$ cat src/nel_pkg.sv
// package: constants and types for the network error led pattern block
`default_nettype none
package nel_pkg;
    // ------------------------------------------------------------
    // time base
    // ------------------------------------------------------------
    localparam int unsigned CLK_HZ = 20000000;
    localparam int unsigned STEP_MS = 50;
    localparam int unsigned STEP_CYC = CLK_HZ / 1000 * STEP_MS;
    localparam logic [19:0] STEP_LAST = 20'(STEP_CYC - 1);
    // ------------------------------------------------------------
    // pattern timing, in ms and in 50 ms steps
    // ------------------------------------------------------------
    localparam int unsigned FLICKER_MS = 50;
    localparam int unsigned BLINK_MS = 200;
    localparam int unsigned LONG_OFF_MS = 1000;
    localparam logic [4:0] FLICKER_STEPS = 5'(FLICKER_MS / STEP_MS);
    localparam logic [4:0] BLINK_STEPS = 5'(BLINK_MS / STEP_MS);
    localparam logic [4:0] LONG_OFF_STEPS = 5'(LONG_OFF_MS / STEP_MS);
    // ------------------------------------------------------------
    // status change flag value
    // ------------------------------------------------------------
    localparam logic [7:0] AL_CHANGE_SET = 8'h01;
    localparam logic [7:0] AL_CHANGE_CLR = 8'h00;
    // ------------------------------------------------------------
    // types
    // ------------------------------------------------------------
    typedef enum logic [2:0] {
        NEL_PAT_OFF = 3'h0,
        NEL_PAT_ON = 3'h1,
        NEL_PAT_DOUBLE = 3'h3,
        NEL_PAT_FLICKER = 3'h2,
        NEL_PAT_SINGLE = 3'h6,
        NEL_PAT_BLINK = 3'h7
    } nel_pat_t;

    typedef enum logic [1:0] {
        NEL_PH_ON1 = 2'h0,
        NEL_PH_OFF1 = 2'h1,
        NEL_PH_ON2 = 2'h3,
        NEL_PH_OFF2 = 2'h2
    } nel_phase_t;

    typedef struct packed {
        logic pdi_wd_timeout;
        logic cfg_error;
        logic boot_error;
        logic sync_error;
        logic auto_state_change;
        logic app_wd_timeout;
    } nel_err_t;
endpackage
`default_nettype wire

$ cat src/nel_led.sv
// red network error indicator pattern generator
`timescale 1ns/10ps
`default_nettype none
// Contract
// - A process data watchdog timeout holds the red indicator steadily lit.
// - A general configuration error blinks the indicator 200 ms lit and 200 ms dark.
// - An impossible master-requested state change counts as a configuration error and blinks.
// - A booting error sets the status change flag to 0x01 and flickers 50 ms lit, 50 ms dark.
// - An autonomous state change sets the status change flag and repeats 200 ms lit, 1000 ms dark.
// - A synchronization error moves to safe-operational by itself and shows the single flash.
// - An application watchdog timeout gives two 200 ms flashes 200 ms apart, then 1000 ms dark.
module nel_led (
    input wire logic ref_clk_in,
    input wire logic rst_in,
    input wire nel_pkg::nel_err_t err_in,
    output logic led_red_out,
    output logic [7:0] al_change_out,
    output logic safe_op_req_out,
    output nel_pkg::nel_pat_t pattern_out
);
    import nel_pkg::*;

    // ------------------------------------------------------------
    // pattern selection
    // ------------------------------------------------------------
    nel_pat_t sel;

    // fixed priority, highest first
    always_comb begin
        if (err_in.pdi_wd_timeout) begin
            sel = NEL_PAT_ON;
        end else if (err_in.boot_error) begin
            sel = NEL_PAT_FLICKER;
        end else if (err_in.cfg_error) begin
            sel = NEL_PAT_BLINK;
        end else if (err_in.app_wd_timeout) begin
            sel = NEL_PAT_DOUBLE;
        end else if (err_in.sync_error || err_in.auto_state_change) begin
            sel = NEL_PAT_SINGLE;
        end else begin
            sel = NEL_PAT_OFF;
        end
    end

    // ------------------------------------------------------------
    // step time base
    // ------------------------------------------------------------
    nel_pat_t pat_ff;
    nel_pat_t nxt_pat;
    logic restart;
    logic tick;

    assign restart = (sel != pat_ff);

    // divider restarts with every new pattern
    nel_tick nel_tick_i (
        .ref_clk_in(ref_clk_in),
        .rst_in(rst_in),
        .restart_in(restart),
        .tick_out(tick)
    );

    // ------------------------------------------------------------
    // phase sequencer
    // ------------------------------------------------------------
    nel_phase_t ph_ff;
    nel_phase_t nxt_ph;
    logic [4:0] left_ff;
    logic [4:0] nxt_left;
    logic led_ff;
    logic nxt_led;
    logic [4:0] ph_len;
    logic ph_lit;

    // ------------------------------------------------------------
    // phase tables
    // ------------------------------------------------------------
    // length of the phase about to start, in steps
    function automatic logic [4:0] phase_len(input nel_pat_t p, input nel_phase_t ph);
        logic [4:0] len;
        len = BLINK_STEPS;
        case (p)
            NEL_PAT_FLICKER: begin
                len = FLICKER_STEPS;
            end
            NEL_PAT_SINGLE: begin
                case (ph)
                    NEL_PH_OFF1: len = LONG_OFF_STEPS;
                    default: len = BLINK_STEPS;
                endcase
            end
            NEL_PAT_DOUBLE: begin
                case (ph)
                    NEL_PH_OFF2: len = LONG_OFF_STEPS;
                    default: len = BLINK_STEPS;
                endcase
            end
            NEL_PAT_BLINK: len = BLINK_STEPS;
            NEL_PAT_ON: len = BLINK_STEPS;
            NEL_PAT_OFF: len = BLINK_STEPS;
            default: len = BLINK_STEPS;
        endcase
        return len;
    endfunction

    // next phase in the cycle of a pattern
    function automatic nel_phase_t phase_next(input nel_pat_t p, input nel_phase_t ph);
        nel_phase_t n;
        n = NEL_PH_ON1;
        case (ph)
            NEL_PH_ON1: n = NEL_PH_OFF1;
            NEL_PH_OFF1: begin
                if (p == NEL_PAT_DOUBLE) begin
                    n = NEL_PH_ON2;
                end else begin
                    n = NEL_PH_ON1;
                end
            end
            NEL_PH_ON2: n = NEL_PH_OFF2;
            NEL_PH_OFF2: n = NEL_PH_ON1;
            default: n = NEL_PH_ON1;
        endcase
        return n;
    endfunction

    // indicator level in a given phase of a pattern
    function automatic logic phase_lit(input nel_pat_t p, input nel_phase_t ph);
        logic lit;
        lit = 1'b0;
        case (p)
            NEL_PAT_OFF: lit = 1'b0;
            NEL_PAT_ON: lit = 1'b1;
            default: begin
                case (ph)
                    NEL_PH_ON1: lit = 1'b1;
                    NEL_PH_ON2: lit = 1'b1;
                    default: lit = 1'b0;
                endcase
            end
        endcase
        return lit;
    endfunction

    // a change of selection restarts at the lit phase
    always_comb begin
        nxt_pat = sel;
        nxt_ph = ph_ff;
        nxt_left = left_ff;
        ph_len = 5'h00;
        ph_lit = 1'b0;
        if (restart) begin
            nxt_ph = NEL_PH_ON1;
            nxt_left = phase_len(sel, NEL_PH_ON1);
        end else if (tick) begin
            if (left_ff <= 5'h01) begin
                nxt_ph = phase_next(pat_ff, ph_ff);
                ph_len = phase_len(pat_ff, nxt_ph);
                nxt_left = ph_len;
            end else begin
                nxt_left = left_ff - 5'h01;
            end
        end
        ph_lit = phase_lit(nxt_pat, nxt_ph);
        nxt_led = ph_lit;
    end

    always_ff @(posedge ref_clk_in or posedge rst_in) begin
        if (rst_in) begin
            pat_ff <= NEL_PAT_OFF;
            ph_ff <= NEL_PH_ON1;
            left_ff <= 5'h00;
            led_ff <= 1'b0;
        end else begin
            pat_ff <= nxt_pat;
            ph_ff <= nxt_ph;
            left_ff <= nxt_left;
            led_ff <= nxt_led;
        end
    end

    // ------------------------------------------------------------
    // status change flag and safe-operational request
    // ------------------------------------------------------------
    logic [7:0] chg_ff;
    logic [7:0] nxt_chg;
    logic safe_ff;
    logic nxt_safe;

    // flag follows the sources, no latching
    always_comb begin
        nxt_safe = 1'b0;
        nxt_chg = AL_CHANGE_CLR;
        if (err_in.sync_error) begin
            nxt_safe = 1'b1;
            nxt_chg = AL_CHANGE_SET;
        end
        if (err_in.boot_error) begin
            nxt_chg = AL_CHANGE_SET;
        end
        if (err_in.auto_state_change) begin
            nxt_chg = AL_CHANGE_SET;
        end
    end

    always_ff @(posedge ref_clk_in or posedge rst_in) begin
        if (rst_in) begin
            chg_ff <= AL_CHANGE_CLR;
            safe_ff <= 1'b0;
        end else begin
            chg_ff <= nxt_chg;
            safe_ff <= nxt_safe;
        end
    end

    // ------------------------------------------------------------
    // outputs
    // ------------------------------------------------------------
    assign led_red_out = led_ff;
    assign al_change_out = chg_ff;
    assign safe_op_req_out = safe_ff;
    assign pattern_out = pat_ff;
endmodule // nel_led
`default_nettype wire

$ cat src/nel_tick.sv
// 50 ms step enable divider
`timescale 1ns/10ps
`default_nettype none
module nel_tick (
    input wire logic ref_clk_in,
    input wire logic rst_in,
    input wire logic restart_in,
    output logic tick_out
);
    import nel_pkg::*;
    logic [19:0] cnt_ff;
    logic [19:0] nxt_cnt;
    logic tick_ff;
    logic nxt_tick;

    always_comb begin
        nxt_tick = 1'b0;
        nxt_cnt = cnt_ff + 20'h00001;
        if (restart_in) begin
            nxt_cnt = 20'h00000;
        end else if (cnt_ff == STEP_LAST) begin
            nxt_cnt = 20'h00000;
            nxt_tick = 1'b1;
        end
    end

    always_ff @(posedge ref_clk_in or posedge rst_in) begin
        if (rst_in) begin
            cnt_ff <= 20'h00000;
            tick_ff <= 1'b0;
        end else begin
            cnt_ff <= nxt_cnt;
            tick_ff <= nxt_tick;
        end
    end

    assign tick_out = tick_ff;
endmodule // nel_tick
`default_nettype wire

$ cat config.mk
export PLATFORM = sky130hd
export DESIGN_NAME = nel_led
export DESIGN_NICKNAME = d
export VERILOG_FILES = /design/src/nel_pkg.sv /design/src/nel_led.sv /design/src/nel_tick.sv
export SDC_FILE = /design/constraint.sdc
export NUM_CORES = 1
export LEC_CHECK = 0
export BUFFER_PORTS_ARGS = -buffer_cell sky130_fd_sc_hd__buf_2
export CORE_ASPECT_RATIO = 1.25
export CORE_MARGIN = 2
export CORE_UTILIZATION = 30
export DETAILED_ROUTE_END_ITERATION = 8
export PLACE_DENSITY_LB_ADDON = 0.1
export SYNTH_ARGS = -nofsm -noshare
export SYNTH_HDL_FRONTEND = slang
export SYNTH_HIERARCHICAL = 1
export SYNTH_SLANG_ARGS = --single-unit
$ cat constraint.sdc
create_clock -name ref_clk_in -period 2.38 [get_ports ref_clk_in]
set_clock_uncertainty 0.2 [all_clocks]
set_input_delay 0.595 -clock ref_clk_in [delete_from_list [all_inputs] [get_ports ref_clk_in]]
set_output_delay 0.595 -clock ref_clk_in [all_outputs]
set_load 0.01 [all_outputs]
# After elaboration in Yosys (flattened, before gate mapping)
# Index checks and enable logic that the tools add are counted.
[classes]
add_sub_neg = 2
order_cmp = 1
n_eq_ne = 13
n_mux = 30
n_reduce_logical = 6
[op_table]
columns = ["operator", "n"]
rows = [
  ["2-to-1 mux 20 bit", 2],
  ["2-to-1 mux 5 bit", 5],
  ["adder 20 x 1 -> 20 bit (second input constant)", 1],
  ["== test 20 bit (second input constant)", 1],
  ["2-to-1 mux 3 bit", 6],
  ["2-to-1 mux 8 bit", 2],
  ["one-hot mux 5 bit (3 select lines)", 1],
  ["2-to-1 mux 2 bit", 7],
  ["== test 3 x 2 -> 1 bit (second input constant)", 3],
  ["== test 2 bit (second input constant)", 4],
  ["one-hot mux 2 bit (4 select lines)", 1],
  ["less-or-equal comparator 5 x 1 -> 1 bit (second input constant)", 1],
  ["2-to-1 mux 1 bit", 5],
  ["subtractor 5 x 1 -> 5 bit (second input constant)", 1],
  ["== test 2 x 1 -> 1 bit (second input constant)", 2],
  ["logical NOT 2 bit", 2],
  ["== test 3 x 1 -> 1 bit (second input constant)", 1],
  ["== test 3 bit (second input constant)", 1],
  ["logical NOT 3 bit", 1],
  ["inequality test 3 bit", 1],
  ["one-hot mux 1 bit (2 select lines)", 1],
  ["nonzero test 2 bit", 1],
  ["OR reduction 2 bit", 1],
  ["logical OR 1 bit", 1],
]
[totals]
regBits = 41
inputBits = 8
out_inout_bits = 13
wordCells = 60

# Depth between registers and ports, before layout
[logic_depth]
ltp_word = 15
mapped_depth = 7
mapped_depth_nobuf = 7

# Cells and area by module
# The synthesis kept the hierarchy.
[by_module_without_submodules]
columns = ["module", "n_inst", "cells_each", "area_per_inst_um2", "seq_area_each_um2"]
rows = [
  ["nel_tick", 1, 110, 1038.5, 525.5],
  ["nel_led", 1, 92, 844.6, 325.3],
]

# Worst setup path before layout
# OpenSTA, ideal clock, no wires.
[synth_timing]
path_kind = "input port to flip-flop"
startpoint = "in err_in[0] in the netlist's numbering"
endpoint = "reg nel_tick_i.cnt_ff[10]"
setup_time_ns = 0.132
t_arrival_ns = 1.768
required_ns = 2.048
path_slack_ns = 0.280
stages = 7
path_buffers = 1
cell_sequence = "or2_2 > a31oi_1 > o211ai_1 > nand2_2 > a41o_1 > clkbuf_1 > nor2_1"
[synth_between]
elab_chain_len = 6
[synth_lines]
columns = ["element", "line_no", "rtl"]
rows = [
  ["start, declared", "nel_led.sv:15", "input wire nel_pkg::nel_err_t err_in,"],
  ["2-to-1 mux 3 bit", "nel_led.sv:36", "end else if (err_in.app_wd_timeout) begin"],
  ["2-to-1 mux 3 bit", "nel_led.sv:34", "end else if (err_in.cfg_error) begin"],
  ["2-to-1 mux 3 bit", "nel_led.sv:32", "end else if (err_in.boot_error) begin"],
  ["2-to-1 mux 3 bit", "nel_led.sv:30", "if (err_in.pdi_wd_timeout) begin"],
  ["inequality test 3 bit", "nel_led.sv:53", "assign restart = (sel != pat_ff);"],
  ["net restart", "nel_led.sv:50", "logic restart;"],
  ["2-to-1 mux 20 bit", "nel_tick.sv:19", "if (restart_in) begin"],
  ["net nel_tick_i.nxt_cnt[10]", "nel_tick.sv:12", "logic [19:0] nxt_cnt;"],
  ["end signal, assigned", "nel_tick.sv:32", "cnt_ff <= nxt_cnt;"],
  ["end, declared", "nel_tick.sv:11", "logic [19:0] cnt_ff;"],
]
# The timed path passes the listed nets, and every way through them passes these cells.
# A chain may end at the register's enable or synchronous reset.

# Worst setup path in the final report
[layout_timing]
startpoint = "reg nel_tick_i.cnt_ff[3]"
endpoint = "reg nel_tick_i.cnt_ff[17]"
[layout_between]
elab_chain_len = 3
elab_cells_between_ends = 4
classes_between = "1 x add/sub; 1 x eq/ne; 2 x mux"
[layout_lines]
columns = ["element", "line_no", "rtl"]
rows = [
  ["adder 20 x 1 -> 20 bit / == test 20 bit (equally long branches)", "nel_tick.sv:18, nel_tick.sv:21", ""],
  ["2-to-1 mux 20 bit *", "nel_tick.sv:21", "end else if (cnt_ff == STEP_LAST) begin"],
  ["2-to-1 mux 20 bit *", "nel_tick.sv:19", ""],
  ["net nel_tick_i.nxt_cnt[17]", "nel_tick.sv:12", ""],
]
# The timed path passes the listed nets; every way through them passes the cells marked *.

==> impl_results.md <==
- Post-synth EDFFs: 0
- Critical path, cell by cell: nand4_4 > or4_1 > or4_1 > a21oi_1
- Hold Slack: 0.1384 ns
- Mux contribution to synthesized area: 2.724%
- Crit-path slowest cell: or4_1
- FF-to-FF Start: nel_tick_i/cnt_ff[3]
- Crit path largest cell delay: 0.68 ns
- Hold Fails Final Rpt: 0
- FF-to-FF path depth: 4
- Worst-Skew Late Latency: 0.28 ns
- # DRC: 0
- CP Max Fanout: 9
- Psw: 0.2871 mW
- Core Rows: 32
- Class of the worst hold path: in -> async
- Final-stage net count: 235
- Routed wire per std cell: 12.11 um
- Worst slew pin tran: 0.5096 ns
- Crit path DAT: 2.15 ns
- Root Driver: clkbuf_8
- Reg power frac: 52.0%
- Share of cells above drive strength 1: 16.89%
- Total die area: 6931 um^2
- Most common flop cell mapped by yosys: dfrtp_1
- Largest net degree at the start of global routing: 22
- Commonest cells after routing, fill and taps aside: 34 x dfrtp_1, 33 x nor2_1, 13 x buf_2
- Area growth syn-to-layout: 15.15%
- Critical Path RT: 2.39 ns
- GP Congestion: 0.7458
- Initial antenna violation count: 0
- Relative slew slack: 65.99%
- Top delay family on crit path: simple AND/OR/NAND/NOR gates
- CP Capture Type: flip-flop
- Flops & latches, synth: 34
- Ports: 21
- Post-CTS sizing: 0
- Combinational share of power: 10.2%
- Crit path from: nel_tick_i/cnt_ff[3]
- Most frequent cell on the critical path: or4_1
- First-pass GRT wire length: 6423 um
- 1st-iter DRT viols: 38
- Post-synth cell types: 48
- H-tree depth: 2
- Die height: 92.58 um
- Clock sink count: 34
- Pwr per Cell Area: 532.5 nW/um^2
- Diode count: 0
- Fill cells: 642
- Syn avg cell area: 9.322 um^2
- Type of the worst setup path: reg -> reg
- Yosys warning total: 6
- Main combinational cell family by area after synthesis: simple AND/OR/NAND/NOR gates
- Drt pass-1 iters: 4
- Post-route ant nets: 0
- Synth Area in Adders: 1.993%
- Post-cts hold buffer count: 0
- XOR/XNOR Fraction of Synth Area: 7.375%
- Buffers on Ports: 13
- Vias per inst: 4.671
- Core outline area: 6126 um^2
- RSZ-0062 raised after global routing: false
- Synth Area in Compound Gates: 10.30%
- Max rail drop VDD: 264.8 uV
- WP buf/inv: 0
- Vias in the first global route: 1360
- CTS tree: built
- Achievable Freq: 0.4672 GHz
- Gr usage total: 12.18%
- Power Internal: 0.8675 mW
- Clk slew on worst S/H paths: 0.07 ns
- Outcome: complete, no violations
- Chip width: 74.86 um
- Switch share: 24.86%
- CTS Buf Count: 5
- Post-synth ARST share: 100.0%
- Final setup vio count: 0
- R2R Setup Slk: 0.24 ns
- CP Launch Type: flip-flop
- Fin. max-slew vios: 0
- Initial Util: 30.74%
- End of the worst register-to-register path: nel_tick_i/cnt_ff[17]
- Synthesized area: 1883 um^2
- Post-synthesis simple-gate area fraction: 26.18%
- Grt ovf: 0
- Clock Tree Buf Depth: 2
- Total length of routed wires: 3754 um
- Clock power frac: 37.8%
- Fin Setup TNS: 0 ns
- Routed vias: 1448
- Final period util: 89.94%
- Tmin final: 2.141 ns
- Post-CTS Repair Setup Buffers: 0
- Mapped Cells: 202
- Leak pwr: 0.8755 nW
- Most common cell after layout, fill and taps aside: dfrtp_1
- Register area share after synthesis: 45.18%
- DPL Wire Length: 2716 um
- Maxcap violations: 0
[cells by family after synthesis]
kind of cell    Yosys count
compound gates           30
xor+xnor                 15
fa+ha+maj                 3
buf+inv                  23
flops                    34
mux                       5
other cells               1
simple gates             91
[metal layers]
| layer | track usage (%) | vias up | wire length, um |
|---|---|---|---|
| li1 | - | 728 | - |
| met1 | 15.01 | 684 | 1676 |
| met2 | 19.74 | 28 | 1884 |
| met3 | 3.264 | 8 | 120 |
| met4 | 4.911 | 0 | 72 |
| met5 | 0 | - | 0 |
[worst reg2reg max path, delay by kind of cell (launching register included)]
family	cells	cell delay (ns)
compound gates	1	0.16
simple gates	3	1.25
flops	1	0.46
[state kept, by name (all words and copies together), names as in the netlist]
signal and cells:
al_change_out 1, nel_tick_i/cnt_ff 20, left_ff 5, ph_ff 2, pattern_out 3, nel_tick_i/tick_out 1
safe_op_req_out 1, led_red_out 1
[metrics by stage]
stage | std cells | cell area, um^2 | util, % | power, mW | setup WS (ns)
after CTS | 310 | 2168 | 35.40 | 1.184 | 0.2264
after global placement | 302 | 2077 | 33.91 | 0.7319 | 0.1497
final | 310 | 2168 | 35.40 | 1.155 | 0.2394
after floorplan | 208 | 1906 | - | 0.6942 | 0.2801
after detailed placement | 302 | 2077 | 33.91 | 0.7315 | 0.1308
after global routing | 310 | 2168 | 35.40 | 1.231 | 0.1684
[cell type report]
cell class	instances	area [um^2]	area share [%]
clock buffer	7	86.33	3.982
clock inverter	1	5.005	0.2308
inverter	11	41.29	1.904
multi-input combinational	151	940.9	43.39
sequential	34	850.8	39.24
tap	85	106.4	4.905
timing repair buffer	21	137.6	6.347
[worst max-delay path by stage]
stage | to | slack (ns) | depth (start not counted)
final | nel_tick_i/cnt_ff[17] | 0.24 | 4
after global placement | left_ff[2] | 0.15 | 7
after detailed placement | left_ff[2] | 0.13 | 7
after global routing | nel_tick_i/cnt_ff[17] | 0.17 | 4
after CTS | nel_tick_i/cnt_ff[17] | 0.23 | 4
after floorplan | nel_tick_i/cnt_ff[10] | 0.28 | 7
[synth_stat cells, drive strengths merged, types with 4 or more instances]
library cell	n	area, um^2
nor3	4	25.02
mux2i	4	40.04
xnor2	12	112.6
a21oi	8	40.04
or3	5	32.53
nand2	11	43.80
dfrtp	34	850.8
inv	11	41.29
o21ai	7	38.79
nand3	10	55.05
or4	5	37.54
nor2	33	123.9
nor4	4	25.02
clkbuf	4	15.01
buf	8	57.55
[power by group through the flow]
stage | sequential, mW | combinational, mW | clock, mW
2_1_floorplan | 0.611 | 0.0832 | 0
3_3_place_gp | 0.612 | 0.120 | 0
3_5_place_dp | 0.612 | 0.120 | 0
4_1_cts | 0.601 | 0.120 | 0.463
5_1_grt | 0.602 | 0.134 | 0.495
6_report | 0.600 | 0.118 | 0.437
Note: power is estimated with default switching activity, not from simulation.
